--- src/shared/fle_cfg.svh ---
/*
  Constants of the float and logic execute unit: word fields,
  exponent limits, fraction width and sequencing counts.
  Assumes inclusion by the unit's package users and design files.
*/
`ifndef FLE_CFG_SVH
`define FLE_CFG_SVH

// Floating word fields (bit 0 of the word is [31] here)
`define FLE_SIGN_BIT   31
`define FLE_EXP_HI     30
`define FLE_EXP_LO     24
`define FLE_FRAC_W     24
// Excess-64 bias and largest biased exponent
`define FLE_EXP_BIAS   9'sh040
`define FLE_EXP_MAX    9'sh07f
// Exponent and fraction all ones
`define FLE_ONES       31'h7fffffff
// Normalized fraction after a rounding carry
`define FLE_FRAC_MSD1  24'h100000
// Number of floating registers
`define FLE_NFREG      8
// Status word bit 5, counted from the most significant end
`define FLE_PSW_FDIV   10
// Divider: dividend scaled by 2**32, 56 steps for a 36-bit quotient
`define FLE_DIV_STEPS  6'h38
`define FLE_ZERO_WORD  32'h00000000

`endif

--- src/shared/fle_pkg.sv ---
/*
  Types of the float and logic execute unit.
  Assumes nothing beyond a SystemVerilog compiler.
*/
package fle_pkg;
  // Operation selected by the decoder
  typedef enum logic [2:0] {
    FLE_OP_NONE = 3'h0,
    FLE_OP_FSUB = 3'h1,
    FLE_OP_FMUL = 3'h2,
    FLE_OP_FDIV = 3'h3,
    FLE_OP_AND  = 3'h4,
    FLE_OP_OR   = 3'h5
  } fle_op_t;
  // Addressing form of the second operand
  typedef enum logic [1:0] {
    FLE_FM_REG = 2'h0,
    FLE_FM_IDX = 2'h1,
    FLE_FM_IMM = 2'h2
  } fle_form_t;
  // Sequencer states, Gray from each to the next in the order listed
  typedef enum logic [2:0] {
    FLE_S_IDLE  = 3'h0,
    FLE_S_FETCH = 3'h1,
    FLE_S_ALIGN = 3'h3,
    FLE_S_CALC  = 3'h2,
    FLE_S_DIVW  = 3'h6,
    FLE_S_NORM  = 3'h7,
    FLE_S_DONE  = 3'h5
  } fle_state_t;
endpackage

--- src/fle_frac_div.sv ---
/*
  Bit-serial restoring divider of two 24-bit fractions; the dividend
  is scaled by 2**32 so the quotient carries 36 bits.
  Assumes a normalized nonzero divisor and a one-cycle go pulse.
*/
`timescale 1ns/1ps
`include "fle_cfg.svh"
module fle_frac_div (
  // Clock and reset
  input  wire logic        clock,
  input  wire logic        rst_n,
  // Request
  input  wire logic        go,
  input  wire logic [23:0] dividend,
  input  wire logic [23:0] divisor,
  // Answer
  output logic             busy,
  output logic             done,
  output logic      [35:0] quot
);
  logic [55:0] num_r;   // Dividend bits still to bring down
  logic [23:0] dvs_r;   // Held divisor
  logic [24:0] rem_r;   // Partial remainder
  logic [35:0] q_r;     // Quotient shift register
  logic [5:0]  cnt_r;   // Steps left
  logic        busy_r;  // Division running
  logic        done_r;  // Last step pulse
  logic [24:0] rem_sh;  // Remainder with next bit brought down
  logic        fits;    // Divisor goes into it

  // Trial subtraction of one step
  always_comb begin
    rem_sh = {rem_r[23:0], num_r[55]};
    fits   = rem_sh >= {1'b0, dvs_r};
  end

  // One quotient bit per clock
  always_ff @(posedge clock or negedge rst_n) begin
    if (!rst_n) begin
      num_r  <= 56'h0;
      dvs_r  <= 24'h0;
      rem_r  <= 25'h0;
      q_r    <= 36'h0;
      cnt_r  <= 6'h0;
      busy_r <= 1'b0;
      done_r <= 1'b0;
    end else begin
      done_r <= 1'b0;
      if (go) begin
        num_r  <= {dividend, 32'h0};
        dvs_r  <= divisor;
        rem_r  <= 25'h0;
        q_r    <= 36'h0;
        cnt_r  <= `FLE_DIV_STEPS;
        busy_r <= 1'b1;
      end else if (busy_r) begin
        num_r <= {num_r[54:0], 1'b0};
        rem_r <= fits ? rem_sh - {1'b0, dvs_r} : rem_sh;
        q_r   <= {q_r[34:0], fits};
        cnt_r <= cnt_r - 6'h1;
        if (cnt_r == 6'h1) begin
          busy_r <= 1'b0;
          done_r <= 1'b1;
        end
      end
    end
  end

  assign busy = busy_r;
  assign done = done_r;
  assign quot = q_r;
endmodule

--- src/fle_exec.sv ---
/*
  Execute datapath for hexadecimal floating subtract, multiply and
  divide on eight float registers, and 16-bit AND / OR halfword.
  Assumes the decoder pulses start only while busy is low, and that
  memory answers a read request with one mem_rd_valid pulse.
*/
`timescale 1ns/1ps
`include "fle_cfg.svh"
module fle_exec (
  // Clock and reset
  input  wire logic              clock,
  input  wire logic              rst_n,
  // Command from the decoder
  input  wire logic              start,
  input  wire fle_pkg::fle_op_t  op,
  input  wire fle_pkg::fle_form_t form,
  input  wire logic [3:0]        r1_idx,
  input  wire logic [3:0]        r2_idx,
  input  wire logic [15:0]       x2_val,
  input  wire logic [15:0]       addr_field,
  input  wire logic [15:0]       program_status_word,
  output logic                   busy,
  output logic                   done,
  // General register file
  input  wire logic [15:0]       gr1_val,
  input  wire logic [15:0]       gr2_val,
  output logic                   gr_wr_en,
  output logic [3:0]             gr_wr_idx,
  output logic [15:0]            gr_wr_data,
  // Memory read
  output logic                   mem_rd_req,
  output logic [15:0]            mem_addr,
  input  wire logic              mem_rd_valid,
  input  wire logic [31:0]       mem_rd_data,
  // Float register load and read
  input  wire logic              fr_ld_en,
  input  wire logic [2:0]        fr_ld_idx,
  input  wire logic [31:0]       fr_ld_data,
  input  wire logic [2:0]        fr_rd_idx,
  output logic [31:0]            fr_rd_data,
  // Status
  output logic                   ovf_flag,
  output logic                   fdiv_fault_req
);
  import fle_pkg::*;

  fle_state_t      st_r;                   // Sequencer state
  fle_op_t         op_r;                   // Latched operation
  logic [3:0]      r1_r;                   // Destination register
  logic [31:0]     fr_r [`FLE_NFREG];      // Float registers
  logic            sa_r, sb_r, sgn_r;      // Operand and result signs
  logic signed [8:0] ea_r, eb_r, exp_r;    // Exponents, wide for checks
  logic [23:0]     fa_r, fb_r;             // Fractions
  logic [27:0]     acc_r;                  // Fraction plus guard digit
  logic [31:0]     res_r;                  // Float result to write
  logic            wr_r;                   // Float write pulse
  logic            ovf_r, fault_r, done_r; // Status outputs
  logic [15:0]     lg_a_r, lg_b_r, gr_d_r; // Logical operands, result
  logic            gr_we_r, mem_req_r;     // Write and fetch pulses
  logic [15:0]     mem_addr_r;             // Operand address
  logic [31:0]     fr_rd_r;                // Read port
  logic            div_go_r;               // Divider start
  logic            div_done;               // Divider finished
  logic [35:0]     div_q;                  // Divider quotient
  fle_op_t         cur_op;                 // Operation in flight
  logic [15:0]     imm_sum, lg_a;          // Address sum, first halfword
  logic [31:0]     opb, opa;               // Second, first operand word
  logic            take_b;                 // Second operand present
  logic            eff_add, rs;            // Magnitude add, result sign
  logic [24:0]     mag;                    // Aligned magnitude result
  logic [47:0]     prod;                   // Fraction product
  logic signed [8:0] emul, ediv;           // Combined exponents
  logic [24:0]     rnd;                    // Rounded fraction

  // Operand selection and arithmetic terms
  always_comb begin
    cur_op  = (st_r == FLE_S_IDLE) ? op : op_r;
    imm_sum = addr_field + x2_val;
    lg_a    = (st_r == FLE_S_IDLE) ? gr1_val : lg_a_r;
    opa     = fr_r[r1_idx[2:0]];
    take_b  = (st_r == FLE_S_IDLE && start && form != FLE_FM_IDX) ||
              (st_r == FLE_S_FETCH && mem_rd_valid);
    // Source of the second operand
    if (st_r == FLE_S_FETCH)
      opb = mem_rd_data;
    else if (form == FLE_FM_IMM)
      opb = {16'h0, imm_sum};
    else if (op == FLE_OP_AND || op == FLE_OP_OR)
      opb = {16'h0, gr2_val};
    else
      opb = fr_r[r2_idx[2:0]];
    // Subtract is an add when the signs differ
    eff_add = sa_r != sb_r;
    if (eff_add)
      mag = {1'b0, fa_r} + {1'b0, fb_r};
    else if (fa_r >= fb_r)
      mag = {1'b0, fa_r - fb_r};
    else
      mag = {1'b0, fb_r - fa_r};
    rs   = (eff_add || fa_r >= fb_r) ? sa_r : ~sa_r;
    prod = fa_r * fb_r;
    emul = ea_r + eb_r - `FLE_EXP_BIAS;
    ediv = ea_r - eb_r + `FLE_EXP_BIAS;
    rnd  = {1'b0, acc_r[27:4]} + {24'h0, acc_r[3]};
  end

  // Hand a float result to the write stage
  task automatic fin(input logic [31:0] v, input logic ov);
    res_r <= v;
    ovf_r <= ov;
    wr_r  <= 1'b1;
    st_r  <= FLE_S_DONE;
  endtask

  // Instruction sequencer and float datapath
  always_ff @(posedge clock or negedge rst_n) begin
    if (!rst_n) begin
      st_r <= FLE_S_IDLE;
      op_r <= FLE_OP_NONE;
      r1_r <= 4'h0;
      {sa_r, sb_r, sgn_r} <= 3'h0;
      {ea_r, eb_r, exp_r} <= 27'h0;
      {fa_r, fb_r} <= 48'h0;
      acc_r <= 28'h0;
      res_r <= 32'h0;
      {wr_r, ovf_r, fault_r, done_r} <= 4'h0;
      {lg_a_r, lg_b_r, gr_d_r} <= 48'h0;
      {gr_we_r, mem_req_r, div_go_r} <= 3'h0;
      mem_addr_r <= 16'h0;
    end else begin
      {wr_r, fault_r, done_r, gr_we_r, mem_req_r, div_go_r} <= 6'h0;
      // Latch the second operand when it is present
      if (take_b) begin
        sb_r   <= opb[`FLE_SIGN_BIT];
        eb_r   <= {2'b00, opb[`FLE_EXP_HI:`FLE_EXP_LO]};
        fb_r   <= opb[`FLE_FRAC_W-1:0];
        lg_b_r <= opb[15:0];
        if (cur_op == FLE_OP_AND || cur_op == FLE_OP_OR) begin
          gr_d_r  <= (cur_op == FLE_OP_AND) ? (lg_a & opb[15:0])
                                            : (lg_a | opb[15:0]);
          gr_we_r <= 1'b1;
          st_r    <= FLE_S_DONE;
        end else if (cur_op == FLE_OP_FSUB)
          st_r <= FLE_S_ALIGN;
        else if (cur_op == FLE_OP_NONE)
          st_r <= FLE_S_DONE;
        else
          st_r <= FLE_S_CALC;
      end
      case (st_r)
        // Accept a command, read first operand
        FLE_S_IDLE: begin
          if (start) begin
            op_r       <= op;
            r1_r       <= r1_idx;
            lg_a_r     <= gr1_val;
            sa_r       <= opa[`FLE_SIGN_BIT];
            ea_r       <= {2'b00, opa[`FLE_EXP_HI:`FLE_EXP_LO]};
            fa_r       <= opa[`FLE_FRAC_W-1:0];
            mem_addr_r <= imm_sum;
            if (form == FLE_FM_IDX) begin
              mem_req_r <= 1'b1;
              st_r      <= FLE_S_FETCH;
            end
          end
        end
        // Waiting for memory; handled by take_b
        FLE_S_FETCH: begin
        end
        // Hex alignment, one digit per clock
        FLE_S_ALIGN: begin
          if (ea_r < eb_r) begin
            fa_r <= fa_r >> 4;
            ea_r <= ea_r + 9'sh001;
          end else if (eb_r < ea_r) begin
            fb_r <= fb_r >> 4;
            eb_r <= eb_r + 9'sh001;
          end else
            st_r <= FLE_S_CALC;
        end
        // Combine fractions and exponents
        FLE_S_CALC: begin
          sgn_r <= sa_r ^ sb_r;
          case (op_r)
            FLE_OP_FSUB: begin
              exp_r <= ea_r;
              sgn_r <= rs;
              if (mag == 25'h0)
                fin(`FLE_ZERO_WORD, 1'b0);
              else if (mag[24] && ea_r == `FLE_EXP_MAX)
                fin({rs, `FLE_ONES}, 1'b1);
              else if (mag[24])
                fin({rs, 7'(ea_r + 9'sh001), 3'h0, mag[24:4]}, 1'b0);
              else begin
                acc_r <= {mag[23:0], 4'h0};
                st_r  <= FLE_S_NORM;
              end
            end
            FLE_OP_FMUL: begin
              exp_r <= emul;
              if (emul > `FLE_EXP_MAX)
                fin({sa_r ^ sb_r, `FLE_ONES}, 1'b1);
              else if (emul < 9'sh000)
                fin(`FLE_ZERO_WORD, 1'b1);
              else if (prod == 48'h0)
                fin(`FLE_ZERO_WORD, 1'b0);
              else begin
                acc_r <= prod[47:20];
                st_r  <= FLE_S_NORM;
              end
            end
            FLE_OP_FDIV: begin
              exp_r <= ediv;
              if (fb_r == 24'h0) begin
                // Operands stay as they were, no write
                fault_r <= program_status_word[`FLE_PSW_FDIV];
                st_r    <= FLE_S_DONE;
              end else if (ediv > `FLE_EXP_MAX)
                fin({sa_r ^ sb_r, `FLE_ONES}, 1'b1);
              else if (ediv < 9'sh000)
                fin(`FLE_ZERO_WORD, 1'b1);
              else if (fa_r == 24'h0)
                fin(`FLE_ZERO_WORD, 1'b0);
              else begin
                div_go_r <= 1'b1;
                st_r     <= FLE_S_DIVW;
              end
            end
            default: st_r <= FLE_S_DONE;
          endcase
        end
        // Quotient of one or more takes a digit and an exponent step
        FLE_S_DIVW: begin
          if (div_done) begin
            if (div_q[35:32] != 4'h0 && exp_r == `FLE_EXP_MAX)
              fin({sgn_r, `FLE_ONES}, 1'b1);
            else if (div_q[35:32] != 4'h0) begin
              acc_r <= div_q[35:8];
              exp_r <= exp_r + 9'sh001;
              st_r  <= FLE_S_NORM;
            end else begin
              acc_r <= div_q[31:4];
              st_r  <= FLE_S_NORM;
            end
          end
        end
        // Hex normalization, then rounding to 24 bits
        FLE_S_NORM: begin
          if (acc_r[27:24] == 4'h0 && exp_r == 9'sh000)
            fin(`FLE_ZERO_WORD, 1'b1);
          else if (acc_r[27:24] == 4'h0) begin
            acc_r <= {acc_r[23:0], 4'h0};
            exp_r <= exp_r - 9'sh001;
          end else if (rnd[24] && exp_r == `FLE_EXP_MAX)
            fin({sgn_r, `FLE_ONES}, 1'b1);
          else if (rnd[24])
            fin({sgn_r, 7'(exp_r + 9'sh001), `FLE_FRAC_MSD1}, 1'b0);
          else
            fin({sgn_r, exp_r[6:0], rnd[23:0]}, 1'b0);
        end
        // Result is written this cycle
        FLE_S_DONE: begin
          done_r <= 1'b1;
          st_r   <= FLE_S_IDLE;
        end
        default: st_r <= FLE_S_IDLE;
      endcase
    end
  end

  // Float register file; results go only to the first operand, loads to any register
  always_ff @(posedge clock or negedge rst_n) begin
    if (!rst_n) begin
      for (int i = 0; i < `FLE_NFREG; i++)
        fr_r[i] <= 32'h0;
      fr_rd_r <= 32'h0;
    end else begin
      if (wr_r)
        fr_r[r1_r[2:0]] <= res_r;
      else if (fr_ld_en)
        fr_r[fr_ld_idx] <= fr_ld_data;
      fr_rd_r <= fr_r[fr_rd_idx];
    end
  end

  // Fraction divider
  fle_frac_div u_div (
    .clock    (clock),
    .rst_n    (rst_n),
    .go       (div_go_r),
    .dividend (fa_r),
    .divisor  (fb_r),
    .busy     (),
    .done     (div_done),
    .quot     (div_q)
  );

  // Outputs
  assign busy           = st_r != FLE_S_IDLE;
  assign done           = done_r;
  assign gr_wr_en       = gr_we_r;
  assign gr_wr_idx      = r1_r;
  assign gr_wr_data     = gr_d_r;
  assign mem_rd_req     = mem_req_r;
  assign mem_addr       = mem_addr_r;
  assign fr_rd_data     = fr_rd_r;
  assign ovf_flag       = ovf_r;
  assign fdiv_fault_req = fault_r;
endmodule

--- config.mk ---
export PLATFORM = sky130hd
export DESIGN_NAME = fle_exec
export DESIGN_NICKNAME = d
export VERILOG_FILES = /design/src/shared/fle_pkg.sv /design/src/fle_frac_div.sv /design/src/fle_exec.sv
export VERILOG_INCLUDE_DIRS = /design/src /design/src/shared
export SDC_FILE = /design/constraint.sdc
export NUM_CORES = 2
export LEC_CHECK = 0
export BUFFER_PORTS_ARGS = -buffer_cell sky130_fd_sc_hd__buf_4
export CORE_MARGIN = 1
export CORE_UTILIZATION = 50
export CTS_BUF_LIST = sky130_fd_sc_hd__clkbuf_8
export DETAILED_ROUTE_END_ITERATION = 10
export GPL_ROUTABILITY_DRIVEN = 1
export PLACE_DENSITY = 0.69
export SLEW_MARGIN = 25
export SYNTH_ARGS = -nofsm -noshare
export SYNTH_HDL_FRONTEND = slang
export SYNTH_HIERARCHICAL = 1
export SYNTH_SLANG_ARGS = --single-unit
--- constraint.sdc ---
create_clock -name clock -period 8.9 [get_ports clock]
set_clock_uncertainty 0.1 [all_clocks]
set_input_delay 0.445 -clock clock [delete_from_list [all_inputs] [get_ports clock]]
set_output_delay 0.445 -clock clock [all_outputs]
set_load 0.03 [all_outputs]
==> impl_metrics.py <==
metrics = {
    "drt": {
        "avgRoutedWirePerCell_um": 26.2,
        "viasPerCell": 6.38,
        "first_pass_iters": 6,
        "drt_iter0_drc": 5848,
        "finalWirelength_mm": 227,
        "route.antenna.remaining_nets": 0,
        "dr_total_vias": 55300,
        "route.detailed.drc": 0,
    },
    "synth": {
        "syn_area_sq_um": 60800,
        "synth_top_area_share_pct": 25.0,
        "synth_seq_area_share_pct": 25.0,
        "synth_edf_count": 0,
        "synth_area_leaders": "dfrtp_1, fa_1, mux4_2",
        "yosys.area.top_type": "dfrtp_1",
        "syn_nets": 7632,
        "ys_types": 104,
        "synth_top_flop_cell": "dfrtp_1",
        "yosys_warnings": 6,
        "postSynthAreaPerCell_sq_um": 9.16,
        "ys_ff_latch": 607,
        "async_flop_share_pct": 100,
        "synthCells": 6644,
    },
    "job": {
        "cap_violations": 0,
    },
    "worst_hold_path": {
        "min_path_type": "input port to register",
    },
    "timing": {
        "hold_violations": 0,
        "fmax_ghz": 0.115,
        "max_slew_margin_pct": 27.4,
        "finalSetupViolCount": 0,
        "period_needed_ns": 8.72,
        "setup_slack_ns": 0.180,
        "tightest_slew_ns": 1.09,
        "period_share_pct": 98.0,
        "drv_slew": 0,
    },
    "clock_network": {
        "cts.clk_slew.worst_paths_ns": 0.07,
        "clk_latency_ns": 0.85,
        "cts_max_path_buffers": 3,
        "cts_sinks": 607,
        "ctsHtreeMaxLevel": 3,
        "cts-root-buf": "clkbuf_8",
        "cts_made_buffers": 108,
        "cts_tree": "done",
    },
    "floorplanning": {
        "die-width_um": 351,
        "fp.dieH_um": 351,
        "io_pins": 242,
        "start_util_pct": 50.6,
        "rows": 127,
        "core_area_sq_um": 120000,
        "dieArea_sq_um": 123000,
    },
    "cells_and_area": {
        "fillers": 10500,
        "fin_area_sq_um": 69600,
        "syn_to_final_growth_pct": 14.5,
        "fin_nets": 7951,
        "drive_gt1_share_pct": 16.8,
    },
    "pwr": {
        "ir_drop_uv": 191,
        "p_per_area_nw_per_um2": 106,
        "p_leak_uw": 0.0296,
    },
    "grt": {
        "grt_pass1_vias": 54900,
        "grt_pass1_wl_mm": 338,
        "overflow": 0,
        "grt_usage_pct": 36.5,
        "grt_max_degree": 151,
        "grt_antenna_before_repair": 7,
    },
    "place": {
        "dp_hpwl_mm": 164,
        "gp_congestion": 1.03,
        "port-buffer-count": 225,
        "placed_cell_area_sq_um": 66000,
        "pre_cts_ws_ns": 0.0286,
    },
    "worst_setup_path": {
        "critPathCaptureType": "register",
        "cp_slowest_cell": "fa_2",
        "cp.arrival_ns": 9.25,
        "cp_max_fo": 7,
        "required_ns": 9.43,
        "critPathKind": "register to register",
        "critical_path.most_common_cell": "fa_1",
        "start_kind": "register",
        "max_stage_delay_ns": 0.64,
    },
    "outcome": {
        "status": "complete, no violations",
    },
}
## sequential cells by signal (all words and copies together), names as in the netlist, 24 cells and up
register,cells
fr_r,256
fb_r,24
u_div/quot,36
acc_r,28
fr_rd_data,32
fa_r,24
res_r,32
u_div/num_r,24
u_div/dvs_r,24
u_div/rem_r,24
## kinds of logic after synthesis
logic type               synth area share [%]
flip-flops                               25.0
AO/OA/AOI/OAI                            17.7
XOR/XNOR                                 1.84
adder cells (fa/ha/maj)                  23.1
multiplexers                             11.6
AND/OR/NAND/NOR                          13.8
buffers and inverters                    6.96
## synthesized netlist by cell type (all sizes together) (47+ instances only)
master / n
nand2: 743
nor2: 737
inv: 610
dfrtp: 607
fa: 489
clkbuf: 391
o21ai: 362
a21oi: 352
ha: 331
mux4: 192
mux2i: 188
o21a: 161
o221ai: 134
o22a: 108
buf: 91
a211oi: 84
xnor2: 76
mux2: 75
nand3: 59
nor3: 59
xor2: 52
a21o: 47
## power breakdown
group	internal (uW)	leakage [uW]	switching (uW)	total [uW]
clock	1530	0.00133	1340	2870
combinational	651	0.0204	682	1330
sequential	2990	0.00787	215	3210
total	5170	0.0296	2240	7410
## path summary, 6_finish.rpt
| path | slack [ns] | end | start | depth (start not counted) |
|---|---|---|---|---|
| min in group asynchronous | 0.15 | u_div/dvs_r[10] | rst_n | 2 |
| hold / removal | 0.03 | mem_addr[1] | addr_field[1] | 4 |
| setup / recovery | 0.18 | res_r[3] | fa_r[21] | 31 |
| hold reg to reg | 0.38 | lg_a_r[4] | lg_a_r[4] | 2 |
| max in group asynchronous | 7.02 | div_go_r | rst_n | 3 |
| setup reg to reg | 0.18 | res_r[3] | fa_r[21] | 31 |
## through the flow
stage          power [uW]  instances  TNS [ns]  utilization [%]  hold WS [ns]
6_report             7410       8670         0             57.9        0.0270
4_1_cts              7390       8647         0             57.5       0.00464
3_3_place_gp         4480       8371         0             54.9         0.350
3_5_place_dp         4520       8371         0             54.9         0.362
2_1_floorplan        4010       6644         0                -        0.0494
5_1_grt              7640       8668   -0.0218             57.9        0.0556
## layout make-up
type	instances	area, sq um	share of cell area (%)
flip-flops and latches	607	15200	21.8
multi-input cells	4935	41800	60.0
repair buffers	690	5880	8.45
well taps	1612	2020	2.90
diodes	7	17.5	0.0252
inverters	621	2350	3.38
clock inverters	56	399	0.573
clock buffers	142	1950	2.81
## cells in the final DEF (no fill, tap or decap), types with 29 or more instances in the layout
cell             n
clkbuf_8       142
nand2b_1        40
inv_1          627
xnor2_1         74
nor4_1          34
nand2_1        741
dfrtp_1        601
nor2b_1         38
buf_4          568
o22a_1         104
nor3_1          58
and2_1          38
mux2_2          75
a21o_1          46
o21a_1         160
fa_1           482
xor2_1          49
nand4_1         40
o21ai_0        348
mux4_2         192
a22oi_1         39
o221ai_1       134
and3_1          29
mux2i_1        188
a21oi_1        339
a211oi_1        81
a31oi_1         35
buf_12          34
ha_1           327
o211ai_1        29
dlygate4sd3_1   76
nand3_1         59
nor2_1         729
## per-layer routing
metal / global-route usage [%] / vias to the layer above / wire length (um)
met1: 46.0 / 27200 / 83700
met2: 55.6 / 3355 / 100000
met3: 9.00 / 899 / 25600
met5: 0 / - / 44
li1: - / 23800 / -
met4: 24.5 / 6 / 17700
## critical path, delay by kind of cell, from the launching register on
kind            cells  cell delay [ns]
fa+ha+maj           8             3.89
buf+inv            10             1.39
flops               1             0.41
xor+xnor            1             0.13
simple gates        9             2.01
compound gates      3             0.58
## timing repair
item	4_1_cts	5_1_grt
cloned	0	4
endpoints found under the setup margin	32	62
pin swaps	0	20
hold buffers	76	0
resized for setup	2	71
hold endpoints to repair	162	0
buffers inserted	2	12
(Power assumes the default switching activity.)
